**src/gpcn_cfg.svh**
```systemverilog
// Register offsets, reset values and field positions for the port block.
// Assumes inclusion by bare name from every design file that needs them.
`ifndef GPCN_CFG_SVH
`define GPCN_CFG_SVH

// Register offsets on the plain register port
`define GPCN_ADDR_W 8
`define GPCN_OFF_DIR 8'h00
`define GPCN_OFF_LATCH 8'h04
`define GPCN_OFF_PINVAL 8'h08
`define GPCN_OFF_CHG_EN 8'h0C
`define GPCN_OFF_PULLUP 8'h10
`define GPCN_OFF_ANALOG 8'h14
`define GPCN_OFF_STATUS 8'h18

// Field positions and reset values
`define GPCN_STAT_FLAG_BIT 0
`define GPCN_DIR_INPUT 1'b1
`define GPCN_ZERO_BIT 1'b0

`endif

```
**src/gpcn_pkg.sv**
```systemverilog
// Types used by the port block's address decode.
// Assumes nothing beyond a SystemVerilog compiler.
package gpcn_pkg;

  // Register selected by a bus address
  typedef enum logic [2:0] {
    GPCN_SEL_NONE,
    GPCN_SEL_DIR,
    GPCN_SEL_LATCH,
    GPCN_SEL_PINVAL,
    GPCN_SEL_CHG_EN,
    GPCN_SEL_PULLUP,
    GPCN_SEL_ANALOG,
    GPCN_SEL_STATUS
  } gpcn_reg_sel_t;

endpackage : gpcn_pkg

```
**src/gpcn_port.sv**
```systemverilog
// Parallel port with peripheral sharing, analog pin handling and change notice.
// Assumes one clock CLK, async active-low RSTN and synchronous pin inputs.
`include "gpcn_cfg.svh"

module gpcn_port #(
  parameter int WIDTH = 16,
  parameter int CHG_NUM = 8,
  parameter logic [WIDTH-1:0] IMPL_MASK = 16'hFFFF,
  parameter logic [WIDTH-1:0] INPUT_ONLY_MASK = 16'h0000,
  parameter logic [WIDTH-1:0] ANALOG_CAPABLE = 16'h00FF
) (
  input wire logic CLK,
  input wire logic RSTN,
  input wire logic [`GPCN_ADDR_W-1:0] ADDR,
  input wire logic [WIDTH-1:0] WDATA,
  input wire logic WR,
  input wire logic RD,
  output logic [WIDTH-1:0] RDATA,
  input wire logic [WIDTH-1:0] PIN_IN,
  output logic [WIDTH-1:0] PIN_OUT,
  output logic [WIDTH-1:0] PIN_OE,
  input wire logic [WIDTH-1:0] PERIPH_ACTIVE,
  input wire logic [WIDTH-1:0] PERIPH_DATA,
  output logic [WIDTH-1:0] ANALOG_SEL,
  input wire logic [CHG_NUM-1:0] CHG_IN,
  output logic [CHG_NUM-1:0] PULLUP_EN,
  output logic CHANGE_IRQ
);

  // Software-visible state
  logic [WIDTH-1:0] pin_direction_reg;
  logic [WIDTH-1:0] output_latch_reg;
  logic [WIDTH-1:0] analog_pin_config_reg;
  logic [CHG_NUM-1:0] change_irq_enable_reg;
  logic [CHG_NUM-1:0] weak_pullup_enable_reg;
  logic change_flag;
  logic [WIDTH-1:0] pin_sample;

  logic [WIDTH-1:0] next_pin_direction_reg;
  logic [WIDTH-1:0] next_output_latch_reg;
  logic [WIDTH-1:0] next_analog_pin_config_reg;
  logic [CHG_NUM-1:0] next_change_irq_enable_reg;
  logic [CHG_NUM-1:0] next_weak_pullup_enable_reg;
  logic next_change_flag;
  logic [WIDTH-1:0] next_rdata;
  logic [WIDTH-1:0] next_analog_sel;

  // Decoded access
  gpcn_pkg::gpcn_reg_sel_t sel;
  logic [CHG_NUM-1:0] chg_pulse;
  logic [WIDTH-1:0] pin_value_view;
  logic status_clear;

  // Address decode shared by reads and writes
  always_comb
  begin
    case (ADDR)
      `GPCN_OFF_DIR: sel = gpcn_pkg::GPCN_SEL_DIR;
      `GPCN_OFF_LATCH: sel = gpcn_pkg::GPCN_SEL_LATCH;
      `GPCN_OFF_PINVAL: sel = gpcn_pkg::GPCN_SEL_PINVAL;
      `GPCN_OFF_CHG_EN: sel = gpcn_pkg::GPCN_SEL_CHG_EN;
      `GPCN_OFF_PULLUP: sel = gpcn_pkg::GPCN_SEL_PULLUP;
      `GPCN_OFF_ANALOG: sel = gpcn_pkg::GPCN_SEL_ANALOG;
      `GPCN_OFF_STATUS: sel = gpcn_pkg::GPCN_SEL_STATUS;
      default: sel = gpcn_pkg::GPCN_SEL_NONE;
    endcase
  end

  // Pin-value view: unimplemented and analog pins read low
  always_comb
  begin
    pin_value_view = pin_sample & IMPL_MASK & ~analog_pin_config_reg;
  end

  // Register write decode
  always_comb
  begin
    next_pin_direction_reg = pin_direction_reg;
    next_output_latch_reg = output_latch_reg;
    next_analog_pin_config_reg = analog_pin_config_reg;
    next_change_irq_enable_reg = change_irq_enable_reg;
    next_weak_pullup_enable_reg = weak_pullup_enable_reg;
    status_clear = 1'b0;
    if (WR)
    begin
      case (sel)
        gpcn_pkg::GPCN_SEL_DIR:
          next_pin_direction_reg = WDATA & IMPL_MASK;
        gpcn_pkg::GPCN_SEL_LATCH:
          next_output_latch_reg = WDATA & IMPL_MASK;
        gpcn_pkg::GPCN_SEL_PINVAL:
          next_output_latch_reg = WDATA & IMPL_MASK;
        gpcn_pkg::GPCN_SEL_CHG_EN:
          next_change_irq_enable_reg = WDATA[CHG_NUM-1:0];
        gpcn_pkg::GPCN_SEL_PULLUP:
          next_weak_pullup_enable_reg = WDATA[CHG_NUM-1:0];
        gpcn_pkg::GPCN_SEL_ANALOG:
          next_analog_pin_config_reg = WDATA & IMPL_MASK & ANALOG_CAPABLE;
        gpcn_pkg::GPCN_SEL_STATUS:
          status_clear = WDATA[`GPCN_STAT_FLAG_BIT];
        default:
          status_clear = 1'b0;
      endcase
    end
  end

  // Configuration registers; all implemented pins come out of reset as inputs
  always_ff @(posedge CLK or negedge RSTN)
  begin
    if (!RSTN)
    begin
      pin_direction_reg <= IMPL_MASK;
      output_latch_reg <= '0;
      analog_pin_config_reg <= '0;
      change_irq_enable_reg <= '0;
      weak_pullup_enable_reg <= '0;
    end
    else
    begin
      pin_direction_reg <= next_pin_direction_reg;
      output_latch_reg <= next_output_latch_reg;
      analog_pin_config_reg <= next_analog_pin_config_reg;
      change_irq_enable_reg <= next_change_irq_enable_reg;
      weak_pullup_enable_reg <= next_weak_pullup_enable_reg;
    end
  end

  // Read mux; data stand only in the cycle after the strobe
  always_comb
  begin
    next_rdata = '0;
    if (RD)
    begin
      case (sel)
        gpcn_pkg::GPCN_SEL_DIR:
          next_rdata = pin_direction_reg & IMPL_MASK;
        gpcn_pkg::GPCN_SEL_LATCH:
          next_rdata = output_latch_reg & IMPL_MASK;
        gpcn_pkg::GPCN_SEL_PINVAL:
          next_rdata = pin_value_view;
        gpcn_pkg::GPCN_SEL_CHG_EN:
          next_rdata[CHG_NUM-1:0] = change_irq_enable_reg;
        gpcn_pkg::GPCN_SEL_PULLUP:
          next_rdata[CHG_NUM-1:0] = weak_pullup_enable_reg;
        gpcn_pkg::GPCN_SEL_ANALOG:
          next_rdata = analog_pin_config_reg;
        gpcn_pkg::GPCN_SEL_STATUS:
          next_rdata[`GPCN_STAT_FLAG_BIT] = change_flag;
        default:
          next_rdata = '0;
      endcase
    end
  end

  // Read data register
  always_ff @(posedge CLK or negedge RSTN)
  begin
    if (!RSTN)
    begin
      RDATA <= '0;
    end
    else
    begin
      RDATA <= next_rdata;
    end
  end

  // Pin levels sampled each clock for reading
  always_ff @(posedge CLK or negedge RSTN)
  begin
    if (!RSTN)
    begin
      pin_sample <= '0;
    end
    else
    begin
      pin_sample <= PIN_IN;
    end
  end

  // Converter offered only pins set analog and left as inputs
  always_comb
  begin
    next_analog_sel = analog_pin_config_reg & pin_direction_reg & IMPL_MASK;
  end

  // Analog select and pull-up outputs held in flops
  always_ff @(posedge CLK or negedge RSTN)
  begin
    if (!RSTN)
    begin
      ANALOG_SEL <= '0;
      PULLUP_EN <= '0;
    end
    else
    begin
      ANALOG_SEL <= next_analog_sel;
      PULLUP_EN <= next_weak_pullup_enable_reg;
    end
  end

  // One ownership mux pair per pin
  genvar gi;
  generate
    for (gi = 0; gi < WIDTH; gi++)
    begin : g_pad
      gpcn_pad_cell #(
        .INPUT_ONLY(INPUT_ONLY_MASK[gi]),
        .IMPLEMENTED(IMPL_MASK[gi])
      ) u_pad (
        .clk(CLK),
        .rst_n(RSTN),
        .dir(pin_direction_reg[gi]),
        .latch(output_latch_reg[gi]),
        .periph_active(PERIPH_ACTIVE[gi]),
        .periph_data(PERIPH_DATA[gi]),
        .pad_out(PIN_OUT[gi]),
        .pad_oe(PIN_OE[gi])
      );
    end
  endgenerate

  // One change detector per notice input
  generate
    for (gi = 0; gi < CHG_NUM; gi++)
    begin : g_chg
      gpcn_change_cell u_chg (
        .clk(CLK),
        .rst_n(RSTN),
        .pin(CHG_IN[gi]),
        .enable(change_irq_enable_reg[gi]),
        .change(chg_pulse[gi])
      );
    end
  endgenerate

  // Shared change flag; a new change wins over a clear in the same cycle
  always_comb
  begin
    next_change_flag = (change_flag & ~status_clear) | (|chg_pulse);
  end

  // Change flag and interrupt request
  always_ff @(posedge CLK or negedge RSTN)
  begin
    if (!RSTN)
    begin
      change_flag <= 1'b0;
      CHANGE_IRQ <= 1'b0;
    end
    else
    begin
      change_flag <= next_change_flag;
      CHANGE_IRQ <= next_change_flag;
    end
  end

endmodule : gpcn_port

```
**src/gpcn_pad_cell.sv**
```systemverilog
// One pin's output ownership mux pair with registered pad controls.
// Assumes synchronous inputs on CLK and an active-low async reset.
`include "gpcn_cfg.svh"

module gpcn_pad_cell #(
  parameter bit INPUT_ONLY = 1'b0,
  parameter bit IMPLEMENTED = 1'b1
) (
  input wire logic clk,
  input wire logic rst_n,
  input wire logic dir,
  input wire logic latch,
  input wire logic periph_active,
  input wire logic periph_data,
  output logic pad_out,
  output logic pad_oe
);

  logic owned;
  logic next_pad_out;
  logic next_pad_oe;

  // Peripheral owns the pad only while it drives; input-only sharers never do
  always_comb
  begin
    owned = periph_active & ~INPUT_ONLY;
    next_pad_out = owned ? periph_data : latch;
    next_pad_oe = owned | ~dir;
    if (!IMPLEMENTED)
    begin
      next_pad_out = `GPCN_ZERO_BIT;
      next_pad_oe = `GPCN_ZERO_BIT;
    end
  end

  // Pad controls held in flops
  always_ff @(posedge clk or negedge rst_n)
  begin
    if (!rst_n)
    begin
      pad_out <= `GPCN_ZERO_BIT;
      pad_oe <= `GPCN_ZERO_BIT;
    end
    else
    begin
      pad_out <= next_pad_out;
      pad_oe <= next_pad_oe;
    end
  end

endmodule : gpcn_pad_cell

```
**src/gpcn_change_cell.sv**
```systemverilog
// One change notice input: captured value and registered change pulse.
// Assumes the input is synchronous to clk.
`include "gpcn_cfg.svh"

module gpcn_change_cell (
  input wire logic clk,
  input wire logic rst_n,
  input wire logic pin,
  input wire logic enable,
  output logic change
);

  logic last;
  logic next_last;
  logic next_change;

  // Compare with captured value, then capture the new one
  always_comb
  begin
    next_change = enable & (pin ^ last);
    next_last = pin;
  end

  // Capture stays frozen while the clock is stopped, so the mismatch survives
  always_ff @(posedge clk or negedge rst_n)
  begin
    if (!rst_n)
    begin
      last <= `GPCN_ZERO_BIT;
      change <= `GPCN_ZERO_BIT;
    end
    else
    begin
      last <= next_last;
      change <= next_change;
    end
  end

endmodule : gpcn_change_cell

```
**config.mk**
```make
export PLATFORM = sky130hd
export DESIGN_NAME = gpcn_port
export DESIGN_NICKNAME = d
export VERILOG_FILES = /design/src/gpcn_pkg.sv /design/src/gpcn_port.sv /design/src/gpcn_pad_cell.sv /design/src/gpcn_change_cell.sv
export VERILOG_INCLUDE_DIRS = /design/src
export SDC_FILE = /design/constraint.sdc
export NUM_CORES = 1
export LEC_CHECK = 0
export ABC_AREA = 1
export BUFFER_PORTS_ARGS = -buffer_cell sky130_fd_sc_hd__buf_2
export CAP_MARGIN = 15
export CORE_MARGIN = 3
export CORE_UTILIZATION = 53
export DETAILED_ROUTE_END_ITERATION = 8
export PLACE_DENSITY = 0.9
export RECOVER_POWER = 100
export SKIP_LAST_GASP = 1
export SLEW_MARGIN = 20
export SYNTH_ARGS = -nofsm -noshare
export SYNTH_HDL_FRONTEND = slang
export SYNTH_SLANG_ARGS = --single-unit
export TNS_END_PERCENT = 20
```
**constraint.sdc**
```tcl
create_clock -name CLK -period 1.4 [get_ports CLK]
set_input_delay 0.21 -clock CLK [delete_from_list [all_inputs] [get_ports CLK]]
set_output_delay 0.21 -clock CLK [all_outputs]
set_load 0.005 [all_outputs]
```
==> run_results.csv <==
group,metric,value,unit
place,placed_cells,929,
timing,worstMarginPinSlew,0.531,ns
global_route,track_usage,0.252,
worst_setup_path,start_kind,"primary input",
power,pwr-share-seq,0.442,
logic_synthesis,synthCells,647,
timing,max_freq,0.775,GHz
drt,dr_total_vias,5089,
timing,slew_viol_final,0,
timing,skew,0.00744,ns
power,power_switching,2.32,mW
logic_synthesis,syn_area,6060,um^2
finish,post-route-util,0.721,
run,max-cap-violations,0,
die,io_pins,157,
timing,max_slew_margin,0.646,
logic_synthesis,ys_seq_area_frac,0.602,
finish,nNetsFinal,940,
cts,htree_levels,4,
timing,setup_viol,0,
finish,final_cells,1009,
outcome,status,"completed",
drt,drtAntennaViolNets,0,
timing,rsz0062_at_grt,"false",
logic_synthesis,synth.area.top_cells,"dfrtp_1 53%, nand2_1 10%, dfstp_2 6.9%",
worst_setup_path,reg2regPathDepth,3,
die,dieArea,12700,um^2
drt,vias_per_cell,5.04,
worst_setup_path,end_kind,"flop",
drt,post-route-drc-count,0,
drt,drt_pass1_iterations,5,
global_route,grt_max_degree,40,
global_route,grt_pass1_vias,5147,
logic_synthesis,yosys.area.top_type,"dfrtp_1",
timing,tns,0,ns
power,swShare,0.225,
drt,drtIter0Drc,489,
cts,clock_latency,0.42,ns
cts,cts.sinks,145,
power,combPwrFrac,0.077,
worst_setup_path,path_cells,"clkbuf_1 > nor2_1 > nand2_1 > nor2_1 > buf_4 > nand2_1 > nand2_1 > nor2_1 > nand4_1 > nand2_1 > inv_1",
worst_setup_path,critical_path_required,1.75,ns
power,power.density,1300,nW/um^2
die,die_w,113,um
global_route,overflow,0,
place,place_hpwl,10600,um
global_route,grt_use_met2,0.429,
timing,finalCritPeriodShare,0.922,
finish,mostFrequentLayoutCells,"169 x nand2_1, 129 x dfrtp_1, 95 x buf_2",
worst_setup_path,reg2reg_slack,0.17,ns
power,internal_power,8.00,mW
cts,path_clk_slew,0.06,ns
cts,cts_made_buffers,17,
die,start_util,0.552,
min_path,hold-path-cell-count,3,
finish,diodes,0,
power,clkPwrFrac,0.482,
worst_setup_path,crit_arrival,1.64,ns
die,die_height,113,um
worst_setup_path,path_max_fanout,5,
timing,fin_crit,1.29,ns
place,gp_congestion,0.864,
worst_setup_path,crit_slowest_cell,"nor2_1",
die,placementRows,38,
global_route,grt_use_met1,0.310,
finish,layout-drive-gt1-share,0.204,
timing,finalHoldViolations,0,
min_path,min_path_type,"in2reg",
logic_synthesis,synth_seq_cells,145,
die,core,11000,um^2
timing,whs,0.00752,ns
cts,cts_tree,"done",
drt,postRouteWirelength,15700,um
cts,cts-root-buf,"clkbuf_16",
drt,wl_per_cell,15.6,um
cts,postCtsSetupBuffers,0,
place,portBuffers,148,
logic_synthesis,synth_top_area_share,0.533,
logic_synthesis,yosys_warnings,0,
finish,layout_commonest_cell,"nand2_1",
power,ir_drop,1.18,mV
global_route,met3_usage,0.0770,
logic_synthesis,syn_area_per_cell,9.36,um^2
worst_setup_path,max_stage_delay,0.41,ns
cts,clock_path_buffers,2,
power,power.total,10.3,mW
power,total_leakage_power,4.10,nW
worst_setup_path,critPathKind,"in2reg",
global_route,busiest_layer,"met2",
finish,syn2layout_area_growth,30.7,%
logic_synthesis,yosysUniqueCellTypes,26,
global_route,grt_pass1_wl,24900,um
worst_setup_path,cpMostUsedCell,"nand2_1",
global_route,antenna_found_initial,0,
## layout make-up
type / count / area, um^2
well taps: 140 / 175
repair buffers: 236 / 1430
flip-flops and latches: 145 / 3650
multi-input cells: 371 / 1690
clock inverters: 13 / 210
inverters: 85 / 319
clock buffers: 19 / 443
fillers: 784 / 3060
## Yosys cell counts
master	instances
nor3_4	1
buf_4	41
buf_2	8
nand2_1	167
nand4_1	8
dfrtp_1	129
nor2_4	5
dfstp_2	16
nor2_1	51
nor4_1	2
nor3b_1	1
inv_2	3
o21ai_1	9
nor3_2	2
clkbuf_1	2
o21a_1	6
buf_6	2
conb_1	1
nand2_4	1
o21ai_0	60
nand2_2	5
nand3_1	33
mux2_4	4
inv_1	82
mux2_2	4
nor2_2	4
## per-layer routing
| layer | vias to the layer above | part of all wire |
|---|---|---|
| met5 | - | 0 |
| met4 | 0 | 0.020 |
| met3 | 33 | 0.083 |
| met2 | 240 | 0.51 |
| met1 | 2427 | 0.39 |
| li1 | 2389 | - |
## cell families (layout without fill, tap and decap cells)
family,after synthesis,in the layout,synth area share
AND/OR/NAND/NOR,280,280,0.200
other,1,8,0.000619
multiplexers,8,8,0.0173
flip-flops,145,145,0.602
buffers and inverters,138,353,0.115
AO/OA/AOI/OAI,75,75,0.0644
## critical path: cells and delay by family
family	cells	cell delay [ns]
buf+inv	3	0.35
simple gates	8	1.07
## final timing paths
path                                        from                      to
min                               PERIPH_DATA[8]  g_pad[8].u_pad.pad_out
max                                      ADDR[1]                RDATA[1]
min reg2reg                g_chg[1].u_chg.change             change_flag
min in group asynchronous                   RSTN                RDATA[2]
max reg2reg                  output_latch_reg[2]  g_pad[2].u_pad.pad_out
max in group asynchronous                   RSTN   pin_direction_reg[14]
## metrics by stage
stage | setup WS [ns] | cell area, um^2
global route | 0.0545 | 7920
finish | 0.109 | 7920
CTS | 0.177 | 8130
floorplan | 0.161 | 6080
global placement | -0.111 | 7000
detailed placement | -0.180 | 7000
## power groups by stage
stage / sequential (mW) / combinational, mW / clock (mW)
after global placement: 4.62 / 0.695 / 0
after floorplan: 4.60 / 0.377 / 0
final: 4.56 / 0.792 / 4.97
after CTS: 4.56 / 0.835 / 5.01
after detailed placement: 4.64 / 0.720 / 0
after global routing: 4.58 / 0.892 / 5.21
## repair_timing
item	in CTS	in global routing
hold endpoints to repair	73	0
hold buffers	48	0
resized for setup	0	0
Note: power is estimated with default switching activity, not from simulation.
